### src/design/ats_pkg.sv
// Package for the antenna tune sequencer: widths, timing, states, carriers.
// Assumes a single 100 MHz clock domain.
package ats_pkg;
  localparam int          CLK_MHZ       = 100;
  localparam int          RETUNE_MS     = 100;
  localparam int          RETUNE_CYC    = RETUNE_MS * 1000 * CLK_MHZ;
  localparam int          FLASH_MS      = 250;
  localparam int          FLASH_CYC     = FLASH_MS * 1000 * CLK_MHZ;
  localparam int          STEP_CYC      = 16;
  localparam int          IN_CAP_BITS   = 11;
  localparam int          SER_IND_BITS  = 11;
  localparam int          OUT_CAP_BITS  = 4;
  localparam int          CHAN_SLOTS    = 20;
  localparam int          RECENT_SLOTS  = 10;
  localparam logic [31:0] CNT_RESET     = 32'h0000_0000;
  localparam logic [4:0]  IDX_RESET     = 5'h00;

  typedef enum logic [2:0] {
    ST_POWERUP = 3'b000,
    ST_TUNE    = 3'b001,
    ST_READY   = 3'b011,
    ST_FAULT   = 3'b101
  } ats_state_e;

  typedef struct packed {
    logic [IN_CAP_BITS-1:0]  inCap;
    logic [SER_IND_BITS-1:0] serInd;
    logic                    compCap;
    logic [OUT_CAP_BITS-1:0] outCap;
  } ats_net_s;

  typedef struct packed {
    logic tuneLamp;
    logic readyLamp;
    logic faultLamp;
  } ats_lamps_s;
endpackage

### src/design/ats_antenna_tune_sequencer.sv
// Tune sequencer: lamps, bypass, keying inhibit, element banks, tuning memory.
// Assumes an external search engine returning a setting and good/bad result.
// Function
// - Tune lamp lit during tuning cycle
// - Ready lamp after good match
// - Auto tune on high SWR after powerup/success
// - Original firmware retunes after 100 ms mismatch
// - Fault needs new tune request
// - Inhibit keying on fault except powerup
// - Powerup fault lamp steady or flashing
// - Bypass whenever fault lamp lit
// - Twenty channel or ten recent memories
// - Revised firmware: high SWR latches fault
// - Revised: request clears, mismatch gone relights
// - Keying line qualifies retune when fitted
// - Input capacitor bank eleven bits
// - Series inductors eleven bits plus compensation
// - Compensation capacitor only at high frequency
// - Output capacitor bank four bits
`timescale 1ns/1ps
module ats_antenna_tune_sequencer #(
  parameter int RETUNE_CYCLES = ats_pkg::RETUNE_CYC,
  parameter int FLASH_CYCLES  = ats_pkg::FLASH_CYC
) (
  // Clock and reset
  input  wire logic             sys_clk,
  input  wire logic             rstn,
  // Requests and mode
  input  wire logic             tuneRequest,
  input  wire logic             panel_tune_button,
  input  wire logic             coupler_tune_position,
  input  wire logic             revisedFirmware,
  // Channel information
  input  wire logic             channelValid,
  input  wire logic [4:0]       channelNumber,
  // Sensing
  input  wire logic             swrHigh,
  input  wire logic             keyLine,
  input  wire logic             keying_ground_jumper,
  input  wire logic             highBand,
  input  wire logic             memoryRetained,
  // Search engine
  input  wire logic             searchDone,
  input  wire logic             searchGood,
  input  wire ats_pkg::ats_net_s searchSetting,
  output logic                  searchStart,
  // Outputs
  output ats_pkg::ats_net_s     network,
  output logic                  bypass,
  output logic                  keyInhibit,
  output ats_pkg::ats_lamps_s   lamps
);
  ats_pkg::ats_state_e stateQ;
  ats_pkg::ats_state_e stateD;
  logic [2:0]  swrSyncQ;
  logic [2:0]  keySyncQ;
  logic [2:0]  btnSyncQ;
  logic [2:0]  posSyncQ;
  logic        swrQ;
  logic        keyQ;
  logic        btnQ;
  logic        btnPrevQ;
  logic        reqPrevQ;
  logic        lostQ;
  logic        caughtQ;
  logic [31:0] mismatchCntQ;
  logic [31:0] flashCntQ;
  logic        flashQ;
  logic [4:0]  recentIdxQ;
  ats_pkg::ats_net_s memQ [ats_pkg::CHAN_SLOTS + ats_pkg::RECENT_SLOTS];
  logic        newRequest;
  logic        genuine;
  logic        retuneDue;
  logic [4:0]  slot;

  // Agreeing second and third stages
  function automatic logic agreed(input logic [2:0] s, input logic prev);
    agreed = (s[1] == s[2]) ? s[2] : prev;
  endfunction

  always_ff @(posedge sys_clk or negedge rstn) begin
    if (!rstn) begin
      swrSyncQ <= 3'h0;
      keySyncQ <= 3'h0;
      btnSyncQ <= 3'h0;
      posSyncQ <= 3'h0;
      swrQ     <= 1'b0;
      keyQ     <= 1'b0;
      btnQ     <= 1'b0;
      btnPrevQ <= 1'b0;
      reqPrevQ <= 1'b0;
    end else begin
      swrSyncQ <= {swrSyncQ[1:0], swrHigh};
      keySyncQ <= {keySyncQ[1:0], keyLine};
      btnSyncQ <= {btnSyncQ[1:0], panel_tune_button};
      posSyncQ <= {posSyncQ[1:0], coupler_tune_position};
      swrQ     <= agreed(swrSyncQ, swrQ);
      keyQ     <= agreed(keySyncQ, keyQ);
      btnQ     <= agreed(btnSyncQ, btnQ) & posSyncQ[2] & posSyncQ[1];
      btnPrevQ <= btnQ;
      reqPrevQ <= tuneRequest;
    end
  end

  assign newRequest = (tuneRequest & ~reqPrevQ) | (btnQ & ~btnPrevQ);
  assign genuine    = swrQ & (keying_ground_jumper | keyQ);
  assign retuneDue  = (mismatchCntQ >= 32'(RETUNE_CYCLES));
  assign slot = channelValid ? ((channelNumber < 5'(ats_pkg::CHAN_SLOTS)) ? channelNumber
                                 : 5'h00)
                             : 5'(5'(ats_pkg::CHAN_SLOTS) + recentIdxQ);

  always_ff @(posedge sys_clk or negedge rstn) begin
    if (!rstn) begin
      mismatchCntQ <= ats_pkg::CNT_RESET;
    end else if (genuine && stateQ == ats_pkg::ST_READY) begin
      if (!retuneDue) mismatchCntQ <= mismatchCntQ + 32'h1;
    end else begin
      mismatchCntQ <= ats_pkg::CNT_RESET;
    end
  end

  always_comb begin
    stateD = stateQ;
    case (stateQ)
      ats_pkg::ST_POWERUP: begin
        if (newRequest || genuine) stateD = ats_pkg::ST_TUNE;
      end
      ats_pkg::ST_READY: begin
        if (newRequest) stateD = ats_pkg::ST_TUNE;
        else if (revisedFirmware && genuine) stateD = ats_pkg::ST_FAULT;
        else if (!revisedFirmware && retuneDue) stateD = ats_pkg::ST_TUNE;
      end
      ats_pkg::ST_TUNE: begin
        if (searchDone) stateD = searchGood ? ats_pkg::ST_READY : ats_pkg::ST_FAULT;
      end
      ats_pkg::ST_FAULT: begin
        if (newRequest) stateD = ats_pkg::ST_TUNE;
        else if (revisedFirmware && caughtQ && keyQ && !swrQ) stateD = ats_pkg::ST_READY;
      end
      default: stateD = ats_pkg::ST_POWERUP;
    endcase
  end

  always_ff @(posedge sys_clk or negedge rstn) begin
    if (!rstn) stateQ <= ats_pkg::ST_POWERUP;
    else       stateQ <= stateD;
  end

  // Latched mismatch origin of fault
  always_ff @(posedge sys_clk or negedge rstn) begin
    if (!rstn) caughtQ <= 1'b0;
    else if (stateQ == ats_pkg::ST_READY && stateD == ats_pkg::ST_FAULT) caughtQ <= 1'b1;
    else if (stateD != ats_pkg::ST_FAULT) caughtQ <= 1'b0;
  end

  always_ff @(posedge sys_clk or negedge rstn) begin
    if (!rstn) lostQ <= 1'b0;
    else if (stateQ == ats_pkg::ST_POWERUP) lostQ <= ~memoryRetained;
    else lostQ <= 1'b0;
  end

  always_ff @(posedge sys_clk or negedge rstn) begin
    if (!rstn) begin
      flashCntQ <= ats_pkg::CNT_RESET;
      flashQ    <= 1'b0;
    end else if (flashCntQ >= 32'(FLASH_CYCLES - 1)) begin
      flashCntQ <= ats_pkg::CNT_RESET;
      flashQ    <= ~flashQ;
    end else begin
      flashCntQ <= flashCntQ + 32'h1;
    end
  end

  always_ff @(posedge sys_clk or negedge rstn) begin
    if (!rstn) begin
      recentIdxQ <= ats_pkg::IDX_RESET;
    end else if (stateQ == ats_pkg::ST_TUNE && searchDone && searchGood) begin
      if (!channelValid)
        recentIdxQ <= (recentIdxQ == 5'(ats_pkg::RECENT_SLOTS - 1)) ? 5'h00
                                                                   : recentIdxQ + 5'h1;
    end
  end

  always_ff @(posedge sys_clk) begin
    if (stateQ == ats_pkg::ST_TUNE && searchDone && searchGood) begin
      memQ[slot] <= searchSetting;
    end
  end

  always_ff @(posedge sys_clk or negedge rstn) begin
    if (!rstn) begin
      network     <= '0;
      bypass      <= 1'b1;
      keyInhibit  <= 1'b0;
      lamps       <= '0;
      searchStart <= 1'b0;
    end else begin
      searchStart <= (stateD == ats_pkg::ST_TUNE) && (stateQ != ats_pkg::ST_TUNE);
      if (stateQ == ats_pkg::ST_TUNE && searchDone && searchGood) begin
        network <= searchSetting;
        network.compCap <= searchSetting.compCap & highBand;
      end
      bypass <= (stateD == ats_pkg::ST_FAULT) || (stateD == ats_pkg::ST_POWERUP);
      keyInhibit <= (stateD == ats_pkg::ST_FAULT);
      lamps.tuneLamp  <= (stateD == ats_pkg::ST_TUNE);
      lamps.readyLamp <= (stateD == ats_pkg::ST_READY);
      lamps.faultLamp <= (stateD == ats_pkg::ST_FAULT) ||
                         (stateD == ats_pkg::ST_POWERUP && (!lostQ || flashQ));
    end
  end

  tune_lamp_a: assert property (@(posedge sys_clk) disable iff (!rstn)
    stateQ == ats_pkg::ST_TUNE |-> lamps.tuneLamp)
    else $error("tune lamp dark while tuning");
  ready_after_good_a: assert property (@(posedge sys_clk) disable iff (!rstn)
    stateQ == ats_pkg::ST_TUNE && searchDone && searchGood |=> lamps.readyLamp)
    else $error("ready lamp missing after good tune");
  auto_tune_a: assert property (@(posedge sys_clk) disable iff (!rstn)
    stateQ == ats_pkg::ST_POWERUP && genuine |=> searchStart && lamps.tuneLamp)
    else $error("no auto tune on high swr");
  fault_hold_a: assert property (@(posedge sys_clk) disable iff (!rstn)
    stateQ == ats_pkg::ST_FAULT && !newRequest && !revisedFirmware
      |=> stateQ == ats_pkg::ST_FAULT)
    else $error("fault left without request");
  key_inhibit_a: assert property (@(posedge sys_clk) disable iff (!rstn)
    stateQ == ats_pkg::ST_FAULT && $past(stateQ) == ats_pkg::ST_FAULT |-> keyInhibit)
    else $error("keying allowed in fault");
  bypass_fault_a: assert property (@(posedge sys_clk) disable iff (!rstn)
    lamps.faultLamp |-> bypass)
    else $error("fault lamp without bypass");
  revised_fault_a: assert property (@(posedge sys_clk) disable iff (!rstn)
    stateQ == ats_pkg::ST_READY && revisedFirmware && genuine && !newRequest
      |=> stateQ == ats_pkg::ST_FAULT && lamps.faultLamp)
    else $error("revised mismatch did not fault");
  one_lamp_a: assert property (@(posedge sys_clk) disable iff (!rstn)
    stateQ != ats_pkg::ST_POWERUP && $past(stateQ) != ats_pkg::ST_POWERUP
      |-> $onehot({lamps.tuneLamp, lamps.readyLamp, lamps.faultLamp}))
    else $error("lamps not one-hot");
  comp_cap_a: assert property (@(posedge sys_clk) disable iff (!rstn)
    $rose(network.compCap) |-> $past(highBand))
    else $error("compensation without high band");

  tune_start_a: assert property (@(posedge sys_clk) disable iff (!rstn)
    searchStart |-> lamps.tuneLamp)
    else $error("search started without tune lamp");
  start_pulse_a: assert property (@(posedge sys_clk) disable iff (!rstn)
    searchStart |=> !searchStart)
    else $error("search start longer than one cycle");
  ready_lamp_a: assert property (@(posedge sys_clk) disable iff (!rstn)
    stateQ == ats_pkg::ST_READY |-> lamps.readyLamp)
    else $error("ready lamp dark while ready");
  retune_orig_a: assert property (@(posedge sys_clk) disable iff (!rstn)
    stateQ == ats_pkg::ST_READY && !revisedFirmware && retuneDue |=> stateQ == ats_pkg::ST_TUNE)
    else $error("no retune after persistent mismatch");
  powerup_key_a: assert property (@(posedge sys_clk) disable iff (!rstn)
    stateQ == ats_pkg::ST_POWERUP |-> !keyInhibit)
    else $error("keying inhibited at powerup");
  fault_key_a: assert property (@(posedge sys_clk) disable iff (!rstn)
    lamps.faultLamp && stateQ != ats_pkg::ST_POWERUP |-> keyInhibit)
    else $error("fault lamp without keying inhibit");
  steady_lamp_a: assert property (@(posedge sys_clk) disable iff (!rstn)
    $past(rstn) && stateQ == ats_pkg::ST_POWERUP && $past(stateQ) == ats_pkg::ST_POWERUP
      && !$past(lostQ) |-> lamps.faultLamp)
    else $error("powerup lamp not steady");
  flash_off_a: assert property (@(posedge sys_clk) disable iff (!rstn)
    $past(rstn) && stateQ == ats_pkg::ST_POWERUP && $past(stateQ) == ats_pkg::ST_POWERUP
      && $past(lostQ) && !$past(flashQ) |-> !lamps.faultLamp)
    else $error("lost memory lamp not flashing");
  powerup_bypass_a: assert property (@(posedge sys_clk) disable iff (!rstn)
    stateQ == ats_pkg::ST_POWERUP |-> bypass)
    else $error("no bypass at powerup");
  mem_write_a: assert property (@(posedge sys_clk) disable iff (!rstn)
    stateQ == ats_pkg::ST_TUNE && searchDone && searchGood
      |=> memQ[$past(slot)] == $past(searchSetting))
    else $error("tuning memory not written");
  recent_ring_a: assert property (@(posedge sys_clk) disable iff (!rstn)
    recentIdxQ < 5'(ats_pkg::RECENT_SLOTS))
    else $error("recent index out of range");
  no_retune_a: assert property (@(posedge sys_clk) disable iff (!rstn)
    stateQ == ats_pkg::ST_READY && revisedFirmware && !genuine && !newRequest
      |=> stateQ == ats_pkg::ST_READY)
    else $error("revised firmware left ready");
  relight_a: assert property (@(posedge sys_clk) disable iff (!rstn)
    stateQ == ats_pkg::ST_FAULT && revisedFirmware && caughtQ && keyQ && !swrQ
      |=> lamps.readyLamp)
    else $error("ready lamp not relit");
  genuine_key_a: assert property (@(posedge sys_clk) disable iff (!rstn)
    stateQ == ats_pkg::ST_READY && !keying_ground_jumper && !keyQ && !newRequest && !retuneDue
      |=> stateQ == ats_pkg::ST_READY)
    else $error("retune or fault without key-down");
  bank_word_a: assert property (@(posedge sys_clk) disable iff (!rstn)
    stateQ == ats_pkg::ST_TUNE && searchDone && searchGood
      |=> network.inCap == $past(searchSetting.inCap)
        && network.serInd == $past(searchSetting.serInd)
        && network.outCap == $past(searchSetting.outCap))
    else $error("bank words not loaded");
  comp_low_a: assert property (@(posedge sys_clk) disable iff (!rstn)
    $changed(network) && !$past(highBand) |-> !network.compCap)
    else $error("compensation switched at low band");

  tune_ok_c: cover property (@(posedge sys_clk) disable iff (!rstn)
    stateQ == ats_pkg::ST_TUNE ##1 stateQ == ats_pkg::ST_READY);
  tune_bad_c: cover property (@(posedge sys_clk) disable iff (!rstn)
    stateQ == ats_pkg::ST_TUNE ##1 stateQ == ats_pkg::ST_FAULT);
  retune_c: cover property (@(posedge sys_clk) disable iff (!rstn)
    stateQ == ats_pkg::ST_READY && retuneDue);
  relight_c: cover property (@(posedge sys_clk) disable iff (!rstn)
    stateQ == ats_pkg::ST_FAULT ##1 stateQ == ats_pkg::ST_READY);
endmodule

### config.mk
export PLATFORM = sky130hd
export DESIGN_NAME = ats_antenna_tune_sequencer
export DESIGN_NICKNAME = d
export VERILOG_FILES = /design/src/design/ats_pkg.sv /design/src/design/ats_antenna_tune_sequencer.sv
export SDC_FILE = /design/constraint.sdc
export NUM_CORES = 1
export LEC_CHECK = 0
export BUFFER_PORTS_ARGS = -buffer_cell sky130_fd_sc_hd__buf_2
export CAP_MARGIN = 40
export CORE_MARGIN = 5
export CORE_UTILIZATION = 55
export CTS_BUF_LIST = sky130_fd_sc_hd__clkbuf_16
export DETAILED_ROUTE_END_ITERATION = 7
export HOLD_SLACK_MARGIN = 0.03
export PLACE_DENSITY = 0.83
export SETUP_SLACK_MARGIN = 0.02
export SYNTH_ARGS = -nofsm -noshare
export SYNTH_HDL_FRONTEND = slang
export SYNTH_SLANG_ARGS = --single-unit
### constraint.sdc
create_clock -name sys_clk -period 3 [get_ports sys_clk]
set_input_delay 0.3 -clock sys_clk [delete_from_list [all_inputs] [get_ports sys_clk]]
set_output_delay 0.3 -clock sys_clk [all_outputs]
set_load 0.03 [all_outputs]
==> Word level (Yosys, flattened, before mapping) <==
Index checks and enable logic that the tools add are counted.
{ "totals": {"register_bits": 120, "latch_bits": 0, "ram_bits": 0, "rom_bits": 0, "input_bits": 46, "output_inout_bits": 33, "word_cells": 90, "mem_count": 0} }
{ "classes": {"n_addsub": 2, "mul": 0, "div_mod_pow": 0, "order_cmp": 2, "n_eq_ne": 12, "n_shift": 0, "muxes": 16, "bitwise": 12, "n_reduce_logical": 21} }
{ "op_table": {"columns": ["operator", "count"], "rows": [
  ["$mux W32", 3],
  ["$add A32 B1 Y32 const B", 2],
  ["$ge A32 B24 Y1 const B", 1],
  ["$ge A32 B25 Y1 const B", 1],
  ["$mux W3", 8],
  ["$pmux W3 S4", 1],
  ["$logic_and A1 B1 Y1", 11],
  ["$and A1 B1 Y1", 6],
  ["$eq A3 B1 Y1 const B", 2],
  ["$eq A3 B2 Y1 const B", 2],
  ["$eq A3 B3 Y1 const B", 2],
  ["$logic_not A3 Y1", 2],
  ["$logic_or A1 B1 Y1", 4],
  ["$mux W1", 4],
  ["$not A1 Y1", 4],
  ["$eq A1 B1 Y1", 3],
  ["$logic_not A1 Y1", 3],
  ["$ne A3 B1 Y1 const B", 1],
  ["$ne A3 B3 Y1 const B", 1],
  ["$ne A2 B2 Y1 const B", 1],
  ["$or A1 B1 Y1", 2],
  ["$reduce_bool A2 Y1", 1]
]} }

==> Logic depth before layout (Yosys ltp) <==
Gate-level depths: netlist of run 1.
{ "depth": {"depth_word": 9, "depth_mapped": 8, "ltp_nobuf": 6} }

==> Least setup slack after synthesis of run 1 <==
Ideal clock, no wire load.
{ "synth_timing": {"path_type": "register -> register", "startpoint": "register mismatchCntQ[18]", "endpoint": "register mismatchCntQ[21]", "setup_time_ns": 0.078, "arrival_ns": 2.147, "t_required_ns": 2.922, "slack_ns": 0.775, "stages_incl_launch_ff": 7, "n_path_buf": 1, "period_less_slack_ns": 2.225, "cell_sequence": "dfrtp_1 -> o311a_1 -> o21a_4 -> or4_4 -> buf_6 -> or4_1 -> a21oi_1"} }
{ "synth_via": {"elab_chain_cells": 3} }
{ "synth_rtl": {"columns": ["item", "line_no", "source"], "rows": [
  ["from (decl)", "ats_antenna_tune_sequencer.sv:66", "logic [31:0] mismatchCntQ;"],
  ["from (signal assigned)", "ats_antenna_tune_sequencer.sv:114", "mismatchCntQ <= ats_pkg::CNT_RESET;"],
  ["from (signal assigned)", "ats_antenna_tune_sequencer.sv:116", "if (!retuneDue) mismatchCntQ <= mismatchCntQ + 32'h1;"],
  ["from (signal assigned)", "ats_antenna_tune_sequencer.sv:118", "mismatchCntQ <= ats_pkg::CNT_RESET;"],
  ["$add A32 B1 Y32", "ats_antenna_tune_sequencer.sv:116", null],
  ["$mux W32", "ats_antenna_tune_sequencer.sv:116", null],
  ["$mux W32", "ats_antenna_tune_sequencer.sv:115", "end else if (genuine && stateQ == ats_pkg::ST_READY) begin"]
]} }
Parallel ways exist; a longest one is shown, timed or not. The select of a mux whose other input is x is not followed.
A chain may end at the register's enable or synchronous reset.

==> Final worst setup path of run 1 <==
{ "layout_timing": {"startpoint": "register mismatchCntQ[11]", "endpoint": "register mismatchCntQ[15]"} }
The elaborated chain is that of the path after synthesis.

==> impl_metrics.py, run 1 <==
metrics = {
    "run_status": {
        "status": "complete, no violations",
    },
    "timing": {
        "rsz0062_at_grt": "no",
        "tns_ps": 0,
        "slew_violations": 0,
        "setup_violations": 0,
        "hold_violations": 0,
        "worstMarginPinSlew_ps": 840.0,
        "fmax_mhz": 413.5,
        "max-slew-margin-rel": 0.4389,
        "finalCritPeriodShare": 0.8061,
        "fin_ws_ps": 581.6,
        "period_needed_ps": 2418,
        "fin_skew_ps": 10.86,
    },
    "synthesis": {
        "synthFlopType": "dfrtp_1",
        "ys_seq_elements": 120,
        "seq_area_frac_synth": 0.6001,
        "syn_area_per_cell_um2": 11.61,
        "synth_area_mm2": 0.005006,
        "synthArstFlopShare": 1.000,
        "synth_edf_count": 0,
        "syn_inst": 431,
        "synthDistinctLibCells": 51,
        "yosys_warnings": 0,
    },
    "routing": {
        "wl_per_cell_um": 16.71,
        "via_per_inst": 5.785,
        "drt_iter0_drc": 211,
        "ant_nets": 0,
        "first_pass_iters": 4,
        "drc": 0,
        "wl_mm": 10.71,
        "vias": 3708,
    },
    "global_routing": {
        "grt_usage": 0.2119,
        "grt_max_degree": 76,
        "grt_first_pass_wirelength_mm": 18.94,
        "overflow": 0,
        "grt_pass1_vias": 3969,
        "antenna_found_initial": 0,
    },
    "final_layout": {
        "final_util": 0.7032,
        "final_cell_mix": "dfrtp_1 (119), buf_2 (71), nor2_1 (40)",
        "n_antenna_cell": 0,
        "area_growth_syn_to_layout_pct": 23.69,
        "design_area_mm2": 0.006192,
        "regArea_mm2": 0.003004,
        "nFillCells": 624,
        "drive_above_1_share": 0.2645,
        "layout.nets": 569,
        "final_common_cell": "dfrtp_1",
        "multiInputGateArea_mm2": 0.001921,
    },
    "worst_setup_path": {
        "worstSetupStartpointType": "register",
        "crit_arrival_ps": 2750,
        "cp-end-kind": "register",
        "crit_path_max_fanout": 20,
        "r2r_slack_ps": 580,
        "crit_required_ps": 3340,
        "critical_path_class": "reg2reg",
    },
    "power_and_ir_drop": {
        "peakVddDrop_uv": 421.6,
        "cellPowerDensity_mw_per_mm2": 878.3,
        "p_total_w": 0.005438,
        "leakage_nw": 2.808,
    },
    "cts": {
        "clock_sinks": 120,
        "htreeDepth": 4,
        "cts_tree": "yes",
        "cts-resized-gates": 0,
        "path_clk_slew_ps": 60,
        "cts_buffers": 17,
        "cts_setup_buffers": 0,
        "root_buffer": "clkbuf_16",
        "cts_buffer_depth": 2,
        "clkLatencyLatePin_ps": 410,
        "hold_buffers": 6,
    },
    "die": {
        "fp.dieArea_mm2": 0.01111,
        "io-pin-count": 79,
        "die_w_um": 105.4,
        "rows": 34,
        "die_h_um": 105.4,
        "start_util": 0.5685,
        "core_area_mm2": 0.008806,
    },
    "placed_design": {
        "placed_area_mm2": 0.005492,
        "post-place-ws_ps": 590.9,
        "gp_congestion": 0.8398,
        "io_buffers": 72,
        "dp_hpwl_mm": 6.738,
    },
    "min_path": {
        "hold_path.class": "in2reg",
    },
    "run": {
        "drv_cap": 0,
    },
}
synthesized netlist by cell type (all sizes together), types with 2 or more instances:
cell      n  area [um2]
xnor2    12       105.1
dfrtp   119        2978
and4      6       52.55
o22ai     3       18.77
xor2     18       157.7
nand4b    2       17.52
nand4    15       93.84
o21a      3       30.02
a31oi     4       25.02
a211oi    2       15.01
nor3      3       15.01
nor4     13       81.33
a21o      4       30.03
buf       4       25.02
a21oi    13       65.06
nor2     40       150.1
and3b     2       17.52
nand2b    3       18.77
and3     11       68.82
o21ai    10       50.05
nand3    19       95.09
or3       8       50.05
maj3      3       30.03
or4       9       71.32
nand2    28       105.1
inv       7       26.28
and2      3       18.77
a41o      2       20.02
nor2b     2       12.51
or2       3       18.77
o31ai     5       37.54
clkbuf   14       52.55
ha        3       37.54
mux2     26       292.8
critical path, cell delays in order, from the launching register on:
cell	delay, ps
dfrtp_1	450
a211oi_1	340
a2111oi_2	200
or4_4	680
or4_1	510
a21oi_1	160
layout make-up:
| class | instances | area share |
|---|---|---|
| tap | 108 | 0.02182 |
| timing repair buffer | 82 | 0.07517 |
| sequential | 120 | 0.4851 |
| multi-input combinational | 292 | 0.3102 |
| clock buffer | 17 | 0.06870 |
| inverter | 7 | 0.004243 |
| clock inverter | 15 | 0.03475 |
flip-flops by register name (all words and copies together), names as in the netlist:
register	count
btnPrevQ	1
caughtQ	1
stateQ	3
flashCntQ	32
swrSyncQ	3
btnQ	1
flashQ	1
reqPrevQ	1
lamps	3
mismatchCntQ	32
network	27
lostQ	1
posSyncQ	3
swrQ	1
keyInhibit	1
keySyncQ	3
bypass	1
btnSyncQ	3
searchStart	1
keyQ	1
per-layer routing:
layer  track usage  share of wire  wire (um)  vias up
li1              -              -          -     1731
met1        0.2460           0.41       4340     1843
met2        0.3597           0.52       5589      103
met3       0.06540          0.041        436       31
met4       0.09841          0.032        342        0
met5             0              0          0        -
power breakdown:
group | leakage, nW | total [W] | switching, W | internal (W)
combinational | 0.951 | 0.00122 | 0.000804 | 0.000412
clock | 0.309 | 0.00219 | 0.000780 | 0.00141
sequential | 1.55 | 0.00203 | 0.000144 | 0.00189
cell families after synthesis:
family / after synthesis / synth area share
xor gates and xnor gates: 30 / 0.05249
adders and majority gates: 6 / 0.01350
muxes: 27 / 0.06048
other: 1 / 0.0007491
AOI/OAI and AO/OA: 53 / 0.07173
and+or+nand+nor: 169 / 0.1802
DFF: 120 / 0.6001
buffers and inverters: 25 / 0.02074
worst paths after layout:
path | startpoint | end | cells past startpoint
setup / recovery | mismatchCntQ[11] | mismatchCntQ[15] | 5
hold / removal | memoryRetained | lostQ | 2
setup reg to reg | mismatchCntQ[11] | mismatchCntQ[15] | 5
hold reg to reg | btnSyncQ[0] | btnSyncQ[1] | 0
max in group asynchronous | rstn | bypass | 3
min in group asynchronous | rstn | lamps[1] | 2
stage by stage:
| step | hold WS (ps) | instances |
|---|---|---|
| floorplan | 4.409 | 437 |
| global placement | 331.4 | 603 |
| detailed placement | 340.2 | 603 |
| CTS | 36.09 | 641 |
| global route | 31.31 | 641 |
| finish | 42.80 | 641 |
Note: power is estimated with default switching activity, not from simulation.
==> run 2, diff against run 1 <==
--- a/config.mk
+++ b/config.mk
@@ -8,11 +8,11 @@
 export BUFFER_PORTS_ARGS = -buffer_cell sky130_fd_sc_hd__buf_2
 export CAP_MARGIN = 40
 export CORE_MARGIN = 5
-export CORE_UTILIZATION = 55
+export CORE_UTILIZATION = 51
 export CTS_BUF_LIST = sky130_fd_sc_hd__clkbuf_16
 export DETAILED_ROUTE_END_ITERATION = 7
 export HOLD_SLACK_MARGIN = 0.03
-export PLACE_DENSITY = 0.83
+export PLACE_DENSITY = 0.81
 export SETUP_SLACK_MARGIN = 0.02
 export SYNTH_ARGS = -nofsm -noshare
 export SYNTH_HDL_FRONTEND = slang
==> constraint.sdc (replaced) <==
create_clock -name sys_clk -period 2.2 [get_ports sys_clk]
set_input_delay 0.22 -clock sys_clk [delete_from_list [all_inputs] [get_ports sys_clk]]
set_output_delay 0.22 -clock sys_clk [all_outputs]
set_load 0.03 [all_outputs]
==> run 2 against run 1 <==
Compared with the run above: the flow now finishes with violations (setup timing); first-iteration DRC count is 14% higher; wire length is 19% higher; clock power is 31% higher; worst setup slack worse by 590 ps; register-to-register slack worse by 590 ps; critical path depth stayed put; total power is 36% higher; non-clock buffer count is 41 higher; die area is 7.1% higher; via count is 6.2% higher; sequential share of layout area is 3.3 points lower.
==> impl_metrics.py, run 2 (synthesized netlist as in run 1, its figures left out) <==
metrics = {
    "cts": {
        "cts_buffers": 17,
        "htreeDepth": 4,
        "clock_sinks": 120,
        "cts_tree": "yes",
        "clkLatencyLatePin_ps": 420,
        "root_buffer": "clkbuf_16",
        "path_clk_slew_ps": 60,
        "cts_buffer_depth": 2,
    },
    "timing": {
        "period_needed_ps": 2211,
        "hold_violations": 0,
        "fmax_mhz": 452.3,
        "fin_ws_ps": -10.68,
        "slew_violations": 0,
        "rsz0062_at_grt": "yes",
        "fin_skew_ps": 4.872,
        "setup_violations": 3,
        "worstMarginPinSlew_ps": 675.3,
        "max-slew-margin-rel": 0.5488,
        "finalCritPeriodShare": 1.005,
    },
    "die": {
        "die_h_um": 109.1,
        "core_area_mm2": 0.009684,
        "rows": 36,
        "die_w_um": 109.1,
        "start_util": 0.5169,
        "io-pin-count": 79,
        "fp.dieArea_mm2": 0.01190,
    },
    "power_and_ir_drop": {
        "peakVddDrop_uv": 865.0,
        "p_total_w": 0.007384,
        "cellPowerDensity_mw_per_mm2": 1112,
        "leakage_nw": 3.016,
    },
    "routing": {
        "first_pass_iters": 4,
        "ant_nets": 0,
        "via_per_inst": 5.556,
        "wl_per_cell_um": 17.95,
        "drt_iter0_drc": 240,
        "drc": 0,
        "wl_mm": 12.73,
        "vias": 3939,
    },
    "global_routing": {
        "grt_first_pass_wirelength_mm": 19.55,
        "antenna_found_initial": 1,
        "grt_usage": 0.2169,
        "overflow": 0,
        "grt_pass1_vias": 4059,
        "grt_max_degree": 121,
    },
    "worst_setup_path": {
        "path_cells": "nor4_4, nand2_2, or4_4, or4_4, a21oi_2",
        "crit_arrival_ps": 2570,
        "crit_path_start": "mismatchCntQ[30]",
        "crit_path_max_fanout": 5,
        "critPathMostFrequentCell": "or4_4",
        "max_stage_delay_ps": 610,
        "r2r-end": "mismatchCntQ[15]",
        "rr_startpoint": "mismatchCntQ[30]",
        "reg2regPathDepth": 5,
        "worstSetupStartpointType": "register",
        "r2r_slack_ps": -10,
        "crit_required_ps": 2560,
        "endpoint": "mismatchCntQ[15]",
        "worst_path_max_delay_cell": "or4_4",
        "cp-end-kind": "register",
        "critical_path_class": "reg2reg",
    },
    "placed_design": {
        "dp_hpwl_mm": 6.834,
        "gp_congestion": 0.8167,
        "io_buffers": 72,
    },
    "final_layout": {
        "multiInputGateArea_mm2": 0.002018,
        "area_growth_syn_to_layout_pct": 32.64,
        "nFillCells": 658,
        "reg_top3": "flashCntQ x32, mismatchCntQ x32, network x27",
        "final_cell_mix": "dfrtp_1 (119), buf_2 (71), nor2_1 (39)",
        "final_util": 0.6857,
        "regArea_mm2": 0.003004,
        "drive_above_1_share": 0.3217,
        "layout.nets": 611,
        "final_common_cell": "dfrtp_1",
    },
    "run_status": {
        "violations": "setup timing",
        "status": "finished with violations",
    },
    "run": {
        "drv_cap": 0,
    },
    "min_path": {
        "min_path_cells": 2,
        "hold_path.class": "in2reg",
    },
}
## run 2: cell count changes in the layout (fill, tap and decap cells not counted), moves of 3 or more
| cell | previous run | this run |
|---|---|---|
| a21oi_1 | 13 | 9 |
| a21oi_2 | 0 | 4 |
| buf_4 | 4 | 30 |
| dlygate4sd3_1 | 6 | 20 |
| or4_4 | 1 | 4 |
## run 2: area by class of cell
class                      instances  area share
antenna                            1   0.0003769
tap                              133     0.02506
multi-input combinational        293      0.3039
timing repair buffer             123      0.1223
clock inverter                    15     0.02789
sequential                       120      0.4524
inverter                           7    0.003957
clock buffer                      17     0.06407
## run 2: where the power goes
group	leakage [nW]	switching (W)	internal, W
Clock	0.296	0.00115	0.00171
Sequential	1.55	0.000206	0.00258
Combinational	1.17	0.00115	0.000584
## run 2: worst max-delay path, delay by kind of cell, from the launching register on
| family | cells | cell delay [ps] |
|---|---|---|
| AOI/OAI and AO/OA | 1 | 140 |
| DFF | 1 | 400 |
| and+or+nand+nor | 4 | 1590 |
## run 2: how the worst min path moves through the flow
stage,start,end
after floorplan,rstn,btnPrevQ
after global placement,coupler_tune_position,posSyncQ[0]
after detailed placement,swrHigh,swrSyncQ[0]
after CTS,searchSetting[2],network[2]
after global routing,searchSetting[17],network[17]
final,searchSetting[15],network[15]
## run 2: stage by stage
step	hold slack, ps	setup slack [ps]	TNS (ps)	cells	instance area, um2
after global placement	329.2	14.14	0	651	5695
after global routing	35.28	-69.88	-312.2	709	6640
after CTS	31.33	-5.544	-5.544	701	6520
after floorplan	-75.59	16.07	0	437	5029
final	35.97	-10.68	-26.25	709	6640
after detailed placement	329.8	-66.95	-264.7	651	5695
## run 2: timing repair
item / 4_1_cts / 5_1_grt
hold buffers: 18 / 2
setup endpoints to repair: 10 / 15
pin swaps: 2 / 5
cloned: 0 / 1
endpoints found under the hold margin: 136 / 2
buffers inserted: 0 / 4
resized for setup: 6 / 15
## run 2: layer usage
metal	vias to the layer above	part of all wire	track usage
met5	-	0	0
met4	0	0.038	0.1145
met3	47	0.047	0.05980
met2	117	0.55	0.3921
met1	1960	0.36	0.2278
li1	1815	-	-
